[config.mk]
export PLATFORM = sky130hd
export DESIGN_NAME = ocv_ctrl
export DESIGN_NICKNAME = d
export VERILOG_FILES = /design/src/verilog/ocv_dummy_placeholder_none.sv /design/src/verilog/ocv_pkg.sv /design/src/verilog/ocv_ctrl.sv /design/src/verilog/ocv_osc.sv
export SDC_FILE = /design/constraint.sdc
export NUM_CORES = 1
export LEC_CHECK = 0
export BUFFER_PORTS_ARGS = -buffer_cell sky130_fd_sc_hd__buf_2
export CELL_PAD_IN_SITES_DETAIL_PLACEMENT = 0
export CELL_PAD_IN_SITES_GLOBAL_PLACEMENT = 2
export CORE_MARGIN = 2
export CORE_UTILIZATION = 41
export CTS_CLUSTER_DIAMETER = 50
export DETAILED_ROUTE_END_ITERATION = 7
export HOLD_SLACK_MARGIN = 0.12
export PLACE_DENSITY_LB_ADDON = 0.1
export SLEW_MARGIN = 20
export SYNTH_ARGS = -nofsm -noshare
export SYNTH_HDL_FRONTEND = slang
export SYNTH_SLANG_ARGS = --single-unit
[constraint.sdc]
create_clock -name clk -period 4.5 [get_ports clk]
set_input_delay 0.675 -clock clk [delete_from_list [all_inputs] [get_ports clk]]
set_output_delay 0.675 -clock clk [all_outputs]
set_load 0.005 [all_outputs]
[src/verilog/ocv_dummy_placeholder_none.sv]
// intentionally empty compilation unit
`timescale 1ns/1ps
`default_nettype none
`default_nettype wire

[src/verilog/ocv_pkg.sv]
// constants, timing and state codes for the on/off regulation controller
package ocv_pkg;

    // ------------------------------------------------------------------
    // clock
    // ------------------------------------------------------------------
    localparam int CLK_MHZ          = 25;

    // ------------------------------------------------------------------
    // times in their own units
    // ------------------------------------------------------------------
    localparam int SAMPLE_DELAY_NS  = 2500;
    localparam int BLANK_NS         = 200;
    localparam int OSC_PERIOD_NS    = 10000;
    localparam int MAX_ON_NS        = 6000;
    localparam int AR_ON_MS         = 200;
    localparam int AR_OFF_MS        = 2500;

    // ------------------------------------------------------------------
    // derived cycle counts
    // ------------------------------------------------------------------
    localparam int SAMPLE_CYC       = (SAMPLE_DELAY_NS * CLK_MHZ + 999) / 1000;
    localparam int BLANK_CYC        = (BLANK_NS * CLK_MHZ + 999) / 1000;
    localparam int OSC_BASE_CYC     = (OSC_PERIOD_NS * CLK_MHZ) / 1000;
    localparam int MAX_ON_CYC       = (MAX_ON_NS * CLK_MHZ) / 1000;
    localparam int AR_ON_CYC        = AR_ON_MS * CLK_MHZ * 1000;
    localparam int AR_OFF_CYC       = AR_OFF_MS * CLK_MHZ * 1000;

    // ------------------------------------------------------------------
    // other counts
    // ------------------------------------------------------------------
    localparam int OL_CYCLES        = 6;
    localparam int JIT_SPAN         = 16;
    localparam int LL_RUN           = 4;

    // ------------------------------------------------------------------
    // values after reset
    // ------------------------------------------------------------------
    localparam logic RST_FB_NEED    = 1'b1;
    localparam logic RST_CHARGE     = 1'b1;

    // ------------------------------------------------------------------
    // control states
    // ------------------------------------------------------------------
    typedef enum logic [2:0] {
        ST_RUN    = 3'h1,
        ST_AR_OFF = 3'h2,
        ST_AR_ON  = 3'h4
    } ocv_state_t;

endpackage

[src/verilog/ocv_ctrl.sv]
// on/off regulation, current limit, auto-restart and thermal control
`timescale 1ns/1ps
`default_nettype none

// Summary of operation
// enable or skip each cycle from feedback
// latch feedback 2.5 us after turn-off
// reduced current limit at light load
// low flyback feedback over 200 ms: restart
// restart off phase holds switch 2.5 s
// alternate phases until fault clears, then regulate
// low feedback current: open loop, 6 cycles
// over-temperature off, back on after cooling
// current limit ends the present pulse
// ignore current limit during turn-on blanking
// charge internal supply only while switch off
// jittered oscillator, delays counted in clocks

module ocv_ctrl #(
    parameter int AR_ON_CYC  = ocv_pkg::AR_ON_CYC,   // restart on-phase clocks
    parameter int AR_OFF_CYC = ocv_pkg::AR_OFF_CYC,  // restart off-phase clocks
    parameter int OL_CYCLES  = ocv_pkg::OL_CYCLES    // open-loop on-phase cycles
) (
    input  wire logic clk,              // 25 MHz oscillator clock
    input  wire logic rstn,             // supply-good reset, active low
    input  wire logic fb_above_th,      // sense pin above regulation threshold
    input  wire logic fb_low_fault,     // sense pin below threshold minus 0.3 V
    input  wire logic fb_cur_low,       // sense pin current below 120 uA
    input  wire logic ilim_trip,        // switch current above limit
    input  wire logic temp_hot,         // die above 142 C
    input  wire logic temp_cooled,      // die fallen 60 C below trip
    output logic      gate_en,          // power switch gate enable
    output logic      supply_charge_en, // internal supply charging enable
    output logic      ilim_reduced,     // reduced current-limit select
    output logic      open_loop,        // open loop flagged
    output logic      auto_restart,     // auto-restart in progress
    output logic      thermal_off       // thermal shutdown active
);

    // ------------------------------------------------------------------
    // sizes and checks
    // ------------------------------------------------------------------
    localparam int AR_MAX = (AR_ON_CYC > AR_OFF_CYC) ? AR_ON_CYC : AR_OFF_CYC;
    localparam int AR_W   = $clog2(AR_MAX + 1);
    localparam int ON_W   = $clog2(ocv_pkg::MAX_ON_CYC + 1);
    localparam int SP_W   = $clog2(ocv_pkg::SAMPLE_CYC + 1);
    localparam int OL_W   = $clog2(OL_CYCLES + 1);
    localparam int LL_W   = $clog2(ocv_pkg::LL_RUN + 1);

    generate
        if (AR_ON_CYC < 2 || AR_OFF_CYC < 2 || OL_CYCLES < 1) begin : g_chk_ar
            $error("ocv_ctrl: restart counts too small");
        end
        if (ocv_pkg::MAX_ON_CYC + ocv_pkg::SAMPLE_CYC + 2 >= ocv_pkg::OSC_BASE_CYC)
        begin : g_chk_cyc
            $error("ocv_ctrl: sample does not fit in the switching period");
        end
        if (ocv_pkg::BLANK_CYC >= ocv_pkg::MAX_ON_CYC) begin : g_chk_blank
            $error("ocv_ctrl: blanking longer than maximum on time");
        end
    endgenerate

    function automatic logic at_last(input logic [AR_W-1:0] cnt, input int lim);
        at_last = (cnt == AR_W'(lim - 1));
    endfunction

    // ------------------------------------------------------------------
    // oscillator
    // ------------------------------------------------------------------
    logic cyc_start;

    ocv_osc #(
        .BASE_CYC (ocv_pkg::OSC_BASE_CYC),
        .SPAN     (ocv_pkg::JIT_SPAN)
    ) u_osc (
        .clk       (clk),
        .rstn      (rstn),
        .cyc_start (cyc_start)
    );

    // ------------------------------------------------------------------
    // state
    // ------------------------------------------------------------------
    ocv_pkg::ocv_state_t state_r;
    ocv_pkg::ocv_state_t state_nxt;

    logic            gate_r;
    logic            charge_r;
    logic [ON_W-1:0] on_cnt_r;

    logic            flyback_r;
    logic [SP_W-1:0] samp_cnt_r;
    logic            low_seen_r;
    logic            cur_low_seen_r;
    logic            fb_need_r;

    logic            fault_pend_r;
    logic            open_loop_r;
    logic [OL_W-1:0] ol_cnt_r;

    logic [AR_W-1:0] ar_cnt_r;
    logic [AR_W-1:0] ar_cnt_nxt;

    logic [LL_W-1:0] en_run_r;
    logic            light_r;
    logic            otp_r;

    // ------------------------------------------------------------------
    // switching cycle decode
    // ------------------------------------------------------------------
    wire in_off_w    = (state_r == ocv_pkg::ST_AR_OFF);
    wire run_ok_w    = !otp_r && !in_off_w;
    wire start_w     = cyc_start && run_ok_w && fb_need_r && !gate_r;
    wire skip_w      = cyc_start && !start_w && !gate_r;

    // blanking and pulse end
    wire blank_done  = (on_cnt_r >= ON_W'(ocv_pkg::BLANK_CYC));
    wire ilim_hit_w  = gate_r && blank_done && ilim_trip;
    wire max_hit_w   = gate_r && (on_cnt_r == ON_W'(ocv_pkg::MAX_ON_CYC - 1));
    wire turn_off_w  = gate_r && (ilim_hit_w || max_hit_w || !run_ok_w);
    wire gate_nxt    = start_w || (gate_r && !turn_off_w);
    wire gate_d_w    = gate_nxt && (state_nxt != ocv_pkg::ST_AR_OFF);

    // flyback sample and faults
    wire sample_w    = flyback_r && (samp_cnt_r == SP_W'(ocv_pkg::SAMPLE_CYC - 1));
    wire cyc_fault_w = low_seen_r || fb_low_fault;
    wire ol_now_w    = cur_low_seen_r || fb_cur_low;
    wire ol_trip_w   = turn_off_w && ol_now_w && (ol_cnt_r == OL_W'(OL_CYCLES - 1));

    // light load run
    wire ll_full_w   = (en_run_r == LL_W'(ocv_pkg::LL_RUN));

    // ------------------------------------------------------------------
    // restart state machine
    // ------------------------------------------------------------------
    always_comb begin
        state_nxt  = state_r;
        ar_cnt_nxt = ar_cnt_r;
        case (state_r)
            ocv_pkg::ST_RUN: begin
                if (ol_trip_w || (fault_pend_r && at_last(ar_cnt_r, AR_ON_CYC))) begin
                    state_nxt  = ocv_pkg::ST_AR_OFF;
                    ar_cnt_nxt = '0;
                end else if (fault_pend_r) begin
                    ar_cnt_nxt = ar_cnt_r + 1'b1;
                end else begin
                    ar_cnt_nxt = '0;
                end
            end

            ocv_pkg::ST_AR_OFF: begin
                if (at_last(ar_cnt_r, AR_OFF_CYC)) begin
                    state_nxt  = ocv_pkg::ST_AR_ON;
                    ar_cnt_nxt = '0;
                end else begin
                    ar_cnt_nxt = ar_cnt_r + 1'b1;
                end
            end

            ocv_pkg::ST_AR_ON: begin
                if (ol_trip_w) begin
                    state_nxt  = ocv_pkg::ST_AR_OFF;
                    ar_cnt_nxt = '0;
                end else if (sample_w && !cyc_fault_w && !open_loop_r) begin
                    state_nxt  = ocv_pkg::ST_RUN;
                    ar_cnt_nxt = '0;
                end else if (at_last(ar_cnt_r, AR_ON_CYC)) begin
                    state_nxt  = fault_pend_r ? ocv_pkg::ST_AR_OFF : ocv_pkg::ST_RUN;
                    ar_cnt_nxt = '0;
                end else begin
                    ar_cnt_nxt = ar_cnt_r + 1'b1;
                end
            end

            default: begin
                state_nxt  = ocv_pkg::ST_RUN;
                ar_cnt_nxt = '0;
            end
        endcase
    end

    always_ff @(posedge clk) begin
        if (!rstn) begin
            state_r  <= ocv_pkg::ST_RUN;
            ar_cnt_r <= '0;
        end else begin
            state_r  <= state_nxt;
            ar_cnt_r <= ar_cnt_nxt;
        end
    end

    // ------------------------------------------------------------------
    // gate, blanking counter and supply charging
    // ------------------------------------------------------------------
    always_ff @(posedge clk) begin
        if (!rstn) begin
            gate_r   <= 1'b0;
            on_cnt_r <= '0;
            charge_r <= ocv_pkg::RST_CHARGE;
        end else begin
            gate_r   <= gate_d_w;
            on_cnt_r <= gate_d_w ? (gate_r ? on_cnt_r + 1'b1 : '0) : '0;
            charge_r <= !gate_d_w;
        end
    end

    // ------------------------------------------------------------------
    // flyback window and feedback sample
    // ------------------------------------------------------------------
    always_ff @(posedge clk) begin
        if (!rstn) begin
            flyback_r  <= 1'b0;
            samp_cnt_r <= '0;
            low_seen_r <= 1'b0;
            fb_need_r  <= ocv_pkg::RST_FB_NEED;
        end else begin
            if (turn_off_w) begin
                flyback_r  <= 1'b1;
                samp_cnt_r <= '0;
                low_seen_r <= 1'b0;
            end else if (sample_w) begin
                flyback_r  <= 1'b0;
                samp_cnt_r <= '0;
            end else if (flyback_r) begin
                samp_cnt_r <= samp_cnt_r + 1'b1;
                low_seen_r <= low_seen_r || fb_low_fault;
            end

            if (in_off_w)
                fb_need_r <= 1'b1;
            else if (sample_w || skip_w)
                fb_need_r <= !fb_above_th;
        end
    end

    // ------------------------------------------------------------------
    // fault and open-loop tracking
    // ------------------------------------------------------------------
    always_ff @(posedge clk) begin
        if (!rstn) begin
            fault_pend_r   <= 1'b0;
            cur_low_seen_r <= 1'b0;
            open_loop_r    <= 1'b0;
            ol_cnt_r       <= '0;
        end else begin
            if (in_off_w && at_last(ar_cnt_r, AR_OFF_CYC))
                fault_pend_r <= 1'b0;
            else if (sample_w)
                fault_pend_r <= cyc_fault_w;

            if (start_w)
                cur_low_seen_r <= 1'b0;
            else if (gate_r)
                cur_low_seen_r <= cur_low_seen_r || fb_cur_low;

            if (turn_off_w) begin
                open_loop_r <= ol_now_w;
                ol_cnt_r    <= (ol_now_w && !ol_trip_w) ? ol_cnt_r + 1'b1 : '0;
            end else if (in_off_w) begin
                ol_cnt_r <= '0;
            end
        end
    end

    // ------------------------------------------------------------------
    // light load and thermal hysteresis
    // ------------------------------------------------------------------
    always_ff @(posedge clk) begin
        if (!rstn) begin
            en_run_r <= '0;
            light_r  <= 1'b0;
            otp_r    <= 1'b0;
        end else begin
            if (start_w)
                en_run_r <= ll_full_w ? en_run_r : en_run_r + 1'b1;
            else if (skip_w)
                en_run_r <= '0;

            if (cyc_start)
                light_r <= !ll_full_w;

            if (temp_hot)
                otp_r <= 1'b1;
            else if (temp_cooled)
                otp_r <= 1'b0;
        end
    end

    // ------------------------------------------------------------------
    // outputs
    // ------------------------------------------------------------------
    assign gate_en          = gate_r;
    assign supply_charge_en = charge_r;
    assign ilim_reduced     = light_r;
    assign open_loop        = open_loop_r;
    assign auto_restart     = (state_r != ocv_pkg::ST_RUN);
    assign thermal_off      = otp_r;

endmodule

`default_nettype wire

[src/verilog/ocv_osc.sv]
// jittered switching-cycle oscillator
`timescale 1ns/1ps
`default_nettype none

module ocv_osc #(
    parameter int BASE_CYC = ocv_pkg::OSC_BASE_CYC,
    parameter int SPAN     = ocv_pkg::JIT_SPAN
) (
    input  wire logic clk,       // system clock
    input  wire logic rstn,      // sync reset, active low
    output logic      cyc_start  // one-cycle pulse at each cycle start
);

    localparam int W = $clog2(BASE_CYC + SPAN + 1);

    generate
        if (BASE_CYC < 2 || SPAN < 2 || SPAN >= BASE_CYC) begin : g_chk
            $error("ocv_osc: bad period or jitter span");
        end
    endgenerate

    // ------------------------------------------------------------------
    // period counter with triangular jitter offset
    // ------------------------------------------------------------------
    logic [W-1:0] cnt_r;
    logic [W-1:0] jit_r;
    logic         up_r;
    logic         start_r;

    wire  [W-1:0] last_w = W'(BASE_CYC - 1) + jit_r;
    wire          wrap_w = (cnt_r == last_w);

    always_ff @(posedge clk) begin
        if (!rstn) begin
            cnt_r   <= '0;
            jit_r   <= '0;
            up_r    <= 1'b1;
            start_r <= 1'b0;
        end else begin
            start_r <= wrap_w;
            cnt_r   <= wrap_w ? '0 : cnt_r + 1'b1;
            if (wrap_w) begin
                jit_r <= up_r ? jit_r + 1'b1 : jit_r - 1'b1;
                if (up_r && jit_r == W'(SPAN - 2))
                    up_r <= 1'b0;
                else if (!up_r && jit_r == W'(1))
                    up_r <= 1'b1;
            end
        end
    end

    assign cyc_start = start_r;

endmodule

`default_nettype wire

==> flow_summary_export.csv <==
group,metric,value,unit
run_status,status,"finished, final reports clean",
floorplanning,io_pins,14,
hold_path,whs_path_depth,1,
layout,syn2layout_area_growth,8.045,%
synth,synth_simple_gate_area_frac,0.2786,
setup_path,worstPathArrival,3.18,ns
setup_path,worstSetupPathType,"reg2reg",
synth,yosys.area_share.adder,0.04470,
place,dpl_cell_area,4360,um^2
hold_path,worstHoldStart,"ar_cnt_r[0]",
setup_path,r2r_setup_slack,1.54,ns
synth,syn_inst,490,
setup_path,crit_fanout,20,
power_and_ir_drop,total_power,1223,uW
place,gp_congestion,0.8450,
setup_path,r2r_cells,7,
setup_path,cp.required,4.72,ns
floorplanning,core,9864,um^2
route,vias_per_cell,5.268,
synth,synth_top_cell_by_area,"dfxtp_1",
global_route,grt_max_degree,22,
route,drtIter0Drc,89,
route,route.detailed.drc,0,
floorplanning,die_y,105.2,um
sta,rsz0062_at_grt,"false",
synth,synth_ff_type,"dfxtp_1",
route,num_vias,3356,
layout,n_fill_cell,942,
synth,postSynthAreaPerCell,8.569,um^2
synth,synth.top_cells.by_count,"nor2_1, dfxtp_1, xnor2_1",
global_route,grt.total_usage,0.1648,
layout,fin_util,0.4599,
power_and_ir_drop,ir_drop,0.0001421,V
clock_tree,clk_latency,0.36,ns
synth,synth-xor-area-share,0.1085,
synth,synthMuxAreaShare,0.01251,
route,routed_wl,8784,um
place,hpwl,6300,um
synth,netlist_area,4199,um^2
synth,synth_compound_area_frac,0.1418,
synth,yosysSeqAreaShare,0.3766,
synth,async_reset_ff_frac,0,
clock_tree,cts_root_buf,"clkbuf_8",
clock_tree,cts.sinks,79,
sta,fin_hold_ws,0.4490,ns
setup_path,r2r_end,"u_osc.cnt_r[8]",
clock_tree,numCtsBuffers,9,
synth,synth.most_common_cell,"nor2_1",
clock_tree,cts_hold_buf,0,
sta,fin_crit_sh,0.6579,
floorplanning,fp.dieW,105.2,um
clock_tree,clock_path_buffers,2,
floorplanning,dieArea,11070,um^2
global_route,grt_pass1_vias,3087,
layout,drive_gt1_frac,0.08333,
clock_tree,cts_tree,"built",
synth,synth_top_family_by_area,"simple AND/OR/NAND/NOR gates",
global_route,grt_overflow,0,
clock_tree,cts.clk_slew.worst_paths,0.08,ns
sta,drv_slew,0,
hold_path,min_to,"ar_cnt_r[0]",
layout,nNetsFinal,522,
job,cap_violations,0,
route,dr.pass1.iters,4,
hold_path,hp-class,"reg2reg",
sta,max_freq,337.8,MHz
route,wl_per_cell,13.79,um
setup_path,end_kind,"register",
clock_tree,htree_levels,3,
power_and_ir_drop,cellLeakagePower,0.001560,uW
sta,skew,0.01020,ns
clock_tree,post_cts_resized,0,
power_and_ir_drop,cellPowerDensity,269.7,nW/um^2
synth,synth_seq_cells,79,
route,postRouteAntennaNets,0,
layout,multi_input_area,2461,um^2
synth,syn-num-nets,513,
clock_tree,post_cts_buffers,0,
synth,synth_edf_count,0,
global_route,antenna_found_initial,0,
setup_path,start_kind,"register",
layout,design_area,4537,um^2
layout,seqCellArea,1582,um^2
sta,fin_setup_tns,0,ns
sta,fin_crit,2.960,ns
floorplanning,start_util,0.4257,
synth,synthTopCellsByArea,"dfxtp_1, nor2_1, xnor2_1",
setup_path,rr_startpoint,"u_osc.jit_r[0]",
sta,hold_violations,0,
layout,num_antenna_cells,0,
sta,setup_violations,0,
floorplanning,rows,36,
synth,ys_warn_count,0,
global_route,grt_pass1_wl,14820,um
place,io_buffer_count,13,
synth,synth_top_area_share,0.3766,
sta,slew_headroom,0.3665,
synth,synth.distinct_cells,66,
sta,tightestPinTransition,0.9467,ns
-- final cells by class --
class / instances / share of cell area
Multi-Input combinational cell: 375 / 0.5425
Timing Repair Buffer: 14 / 0.01682
Clock buffer: 13 / 0.03502
Tap cell: 133 / 0.03668
Clock inverter: 3 / 0.003861
Sequential cell: 79 / 0.3486
Inverter: 20 / 0.01655
-- metrics by stage --
stage                     cells  setup slack (ns)
after floorplan             490             2.122
after global placement      620             1.564
after detailed placement    621             1.543
after CTS                   637             1.518
after global routing        637             1.296
final                       637             1.540
-- worst max-delay path by stage --
stage                               from              to  slack (ns)
after floorplan           u_osc.jit_r[0]  u_osc.jit_r[6]        2.12
after global placement    u_osc.jit_r[0]  u_osc.cnt_r[8]        1.56
after detailed placement  u_osc.jit_r[0]  u_osc.cnt_r[8]        1.54
after CTS                 u_osc.jit_r[0]  u_osc.cnt_r[8]        1.52
after global routing      u_osc.jit_r[0]  u_osc.cnt_r[7]        1.30
final                     u_osc.jit_r[0]  u_osc.cnt_r[8]        1.54
-- where the power goes --
group          total, uW  internal, uW  switching [uW]
Clock                492           229             263
Sequential           705           701            4.00
Combinational       25.8          8.77            17.0
-- sequential cells by signal, summed over array words and instances, names as in the netlist, 3 cells and up --
signal / flops
on_cnt_r: 8
samp_cnt_r: 6
ar_cnt_r: 26
u_osc.jit_r: 9
state_r: 3
u_osc.cnt_r: 9
en_run_r: 3
ol_cnt_r: 3
-- layer usage --
metal / track usage / wire, um / up-vias
met5: 0 / 0 / -
li1: - / - / 1753
met2: 0.2498 / 3882 / 31
met1: 0.2286 / 4548 / 1561
met4: 0.07143 / 159 / 0
met3: 0.02870 / 194 / 11
-- worst max-delay path: stages, from the launching register on --
cell and delay (ns):
dfxtp_1 0.54, ha_1 0.43, xnor2_1 0.19, a21oi_1 0.09
a311oi_1 0.40, o211ai_2 0.37, o21ai_1 0.67, nor2_1 0.12
-- cell families (layout without fill, tap and decap cells) --
kind of cell    after synthesis  after routing
mux                           5              5
xor+xnor                     52             52
simple gates                224            224
compound gates               79             79
buf+inv                      36             50
flops                        79             79
fa+ha+maj                    15             15
-- placed cells by master, fill, tap and decap left out, types with 5 or more instances in the layout --
| cell type | instances |
|---|---|
| nor2_1 | 85 |
| dfxtp_1 | 79 |
| xnor2_1 | 29 |
| nand3_1 | 28 |
| xor2_1 | 23 |
| nand2_1 | 22 |
| inv_1 | 20 |
| a21oi_1 | 19 |
| ha_1 | 15 |
| and3_1 | 14 |
| buf_2 | 13 |
| nor3_1 | 12 |
| nand4_1 | 11 |
| clkbuf_8 | 11 |
| o21ai_0 | 10 |
| or3_1 | 8 |
| nand2b_1 | 7 |
| nor3b_1 | 5 |
| nor4b_1 | 5 |
| o31ai_1 | 5 |
Power figures use the tool's default switching activity.
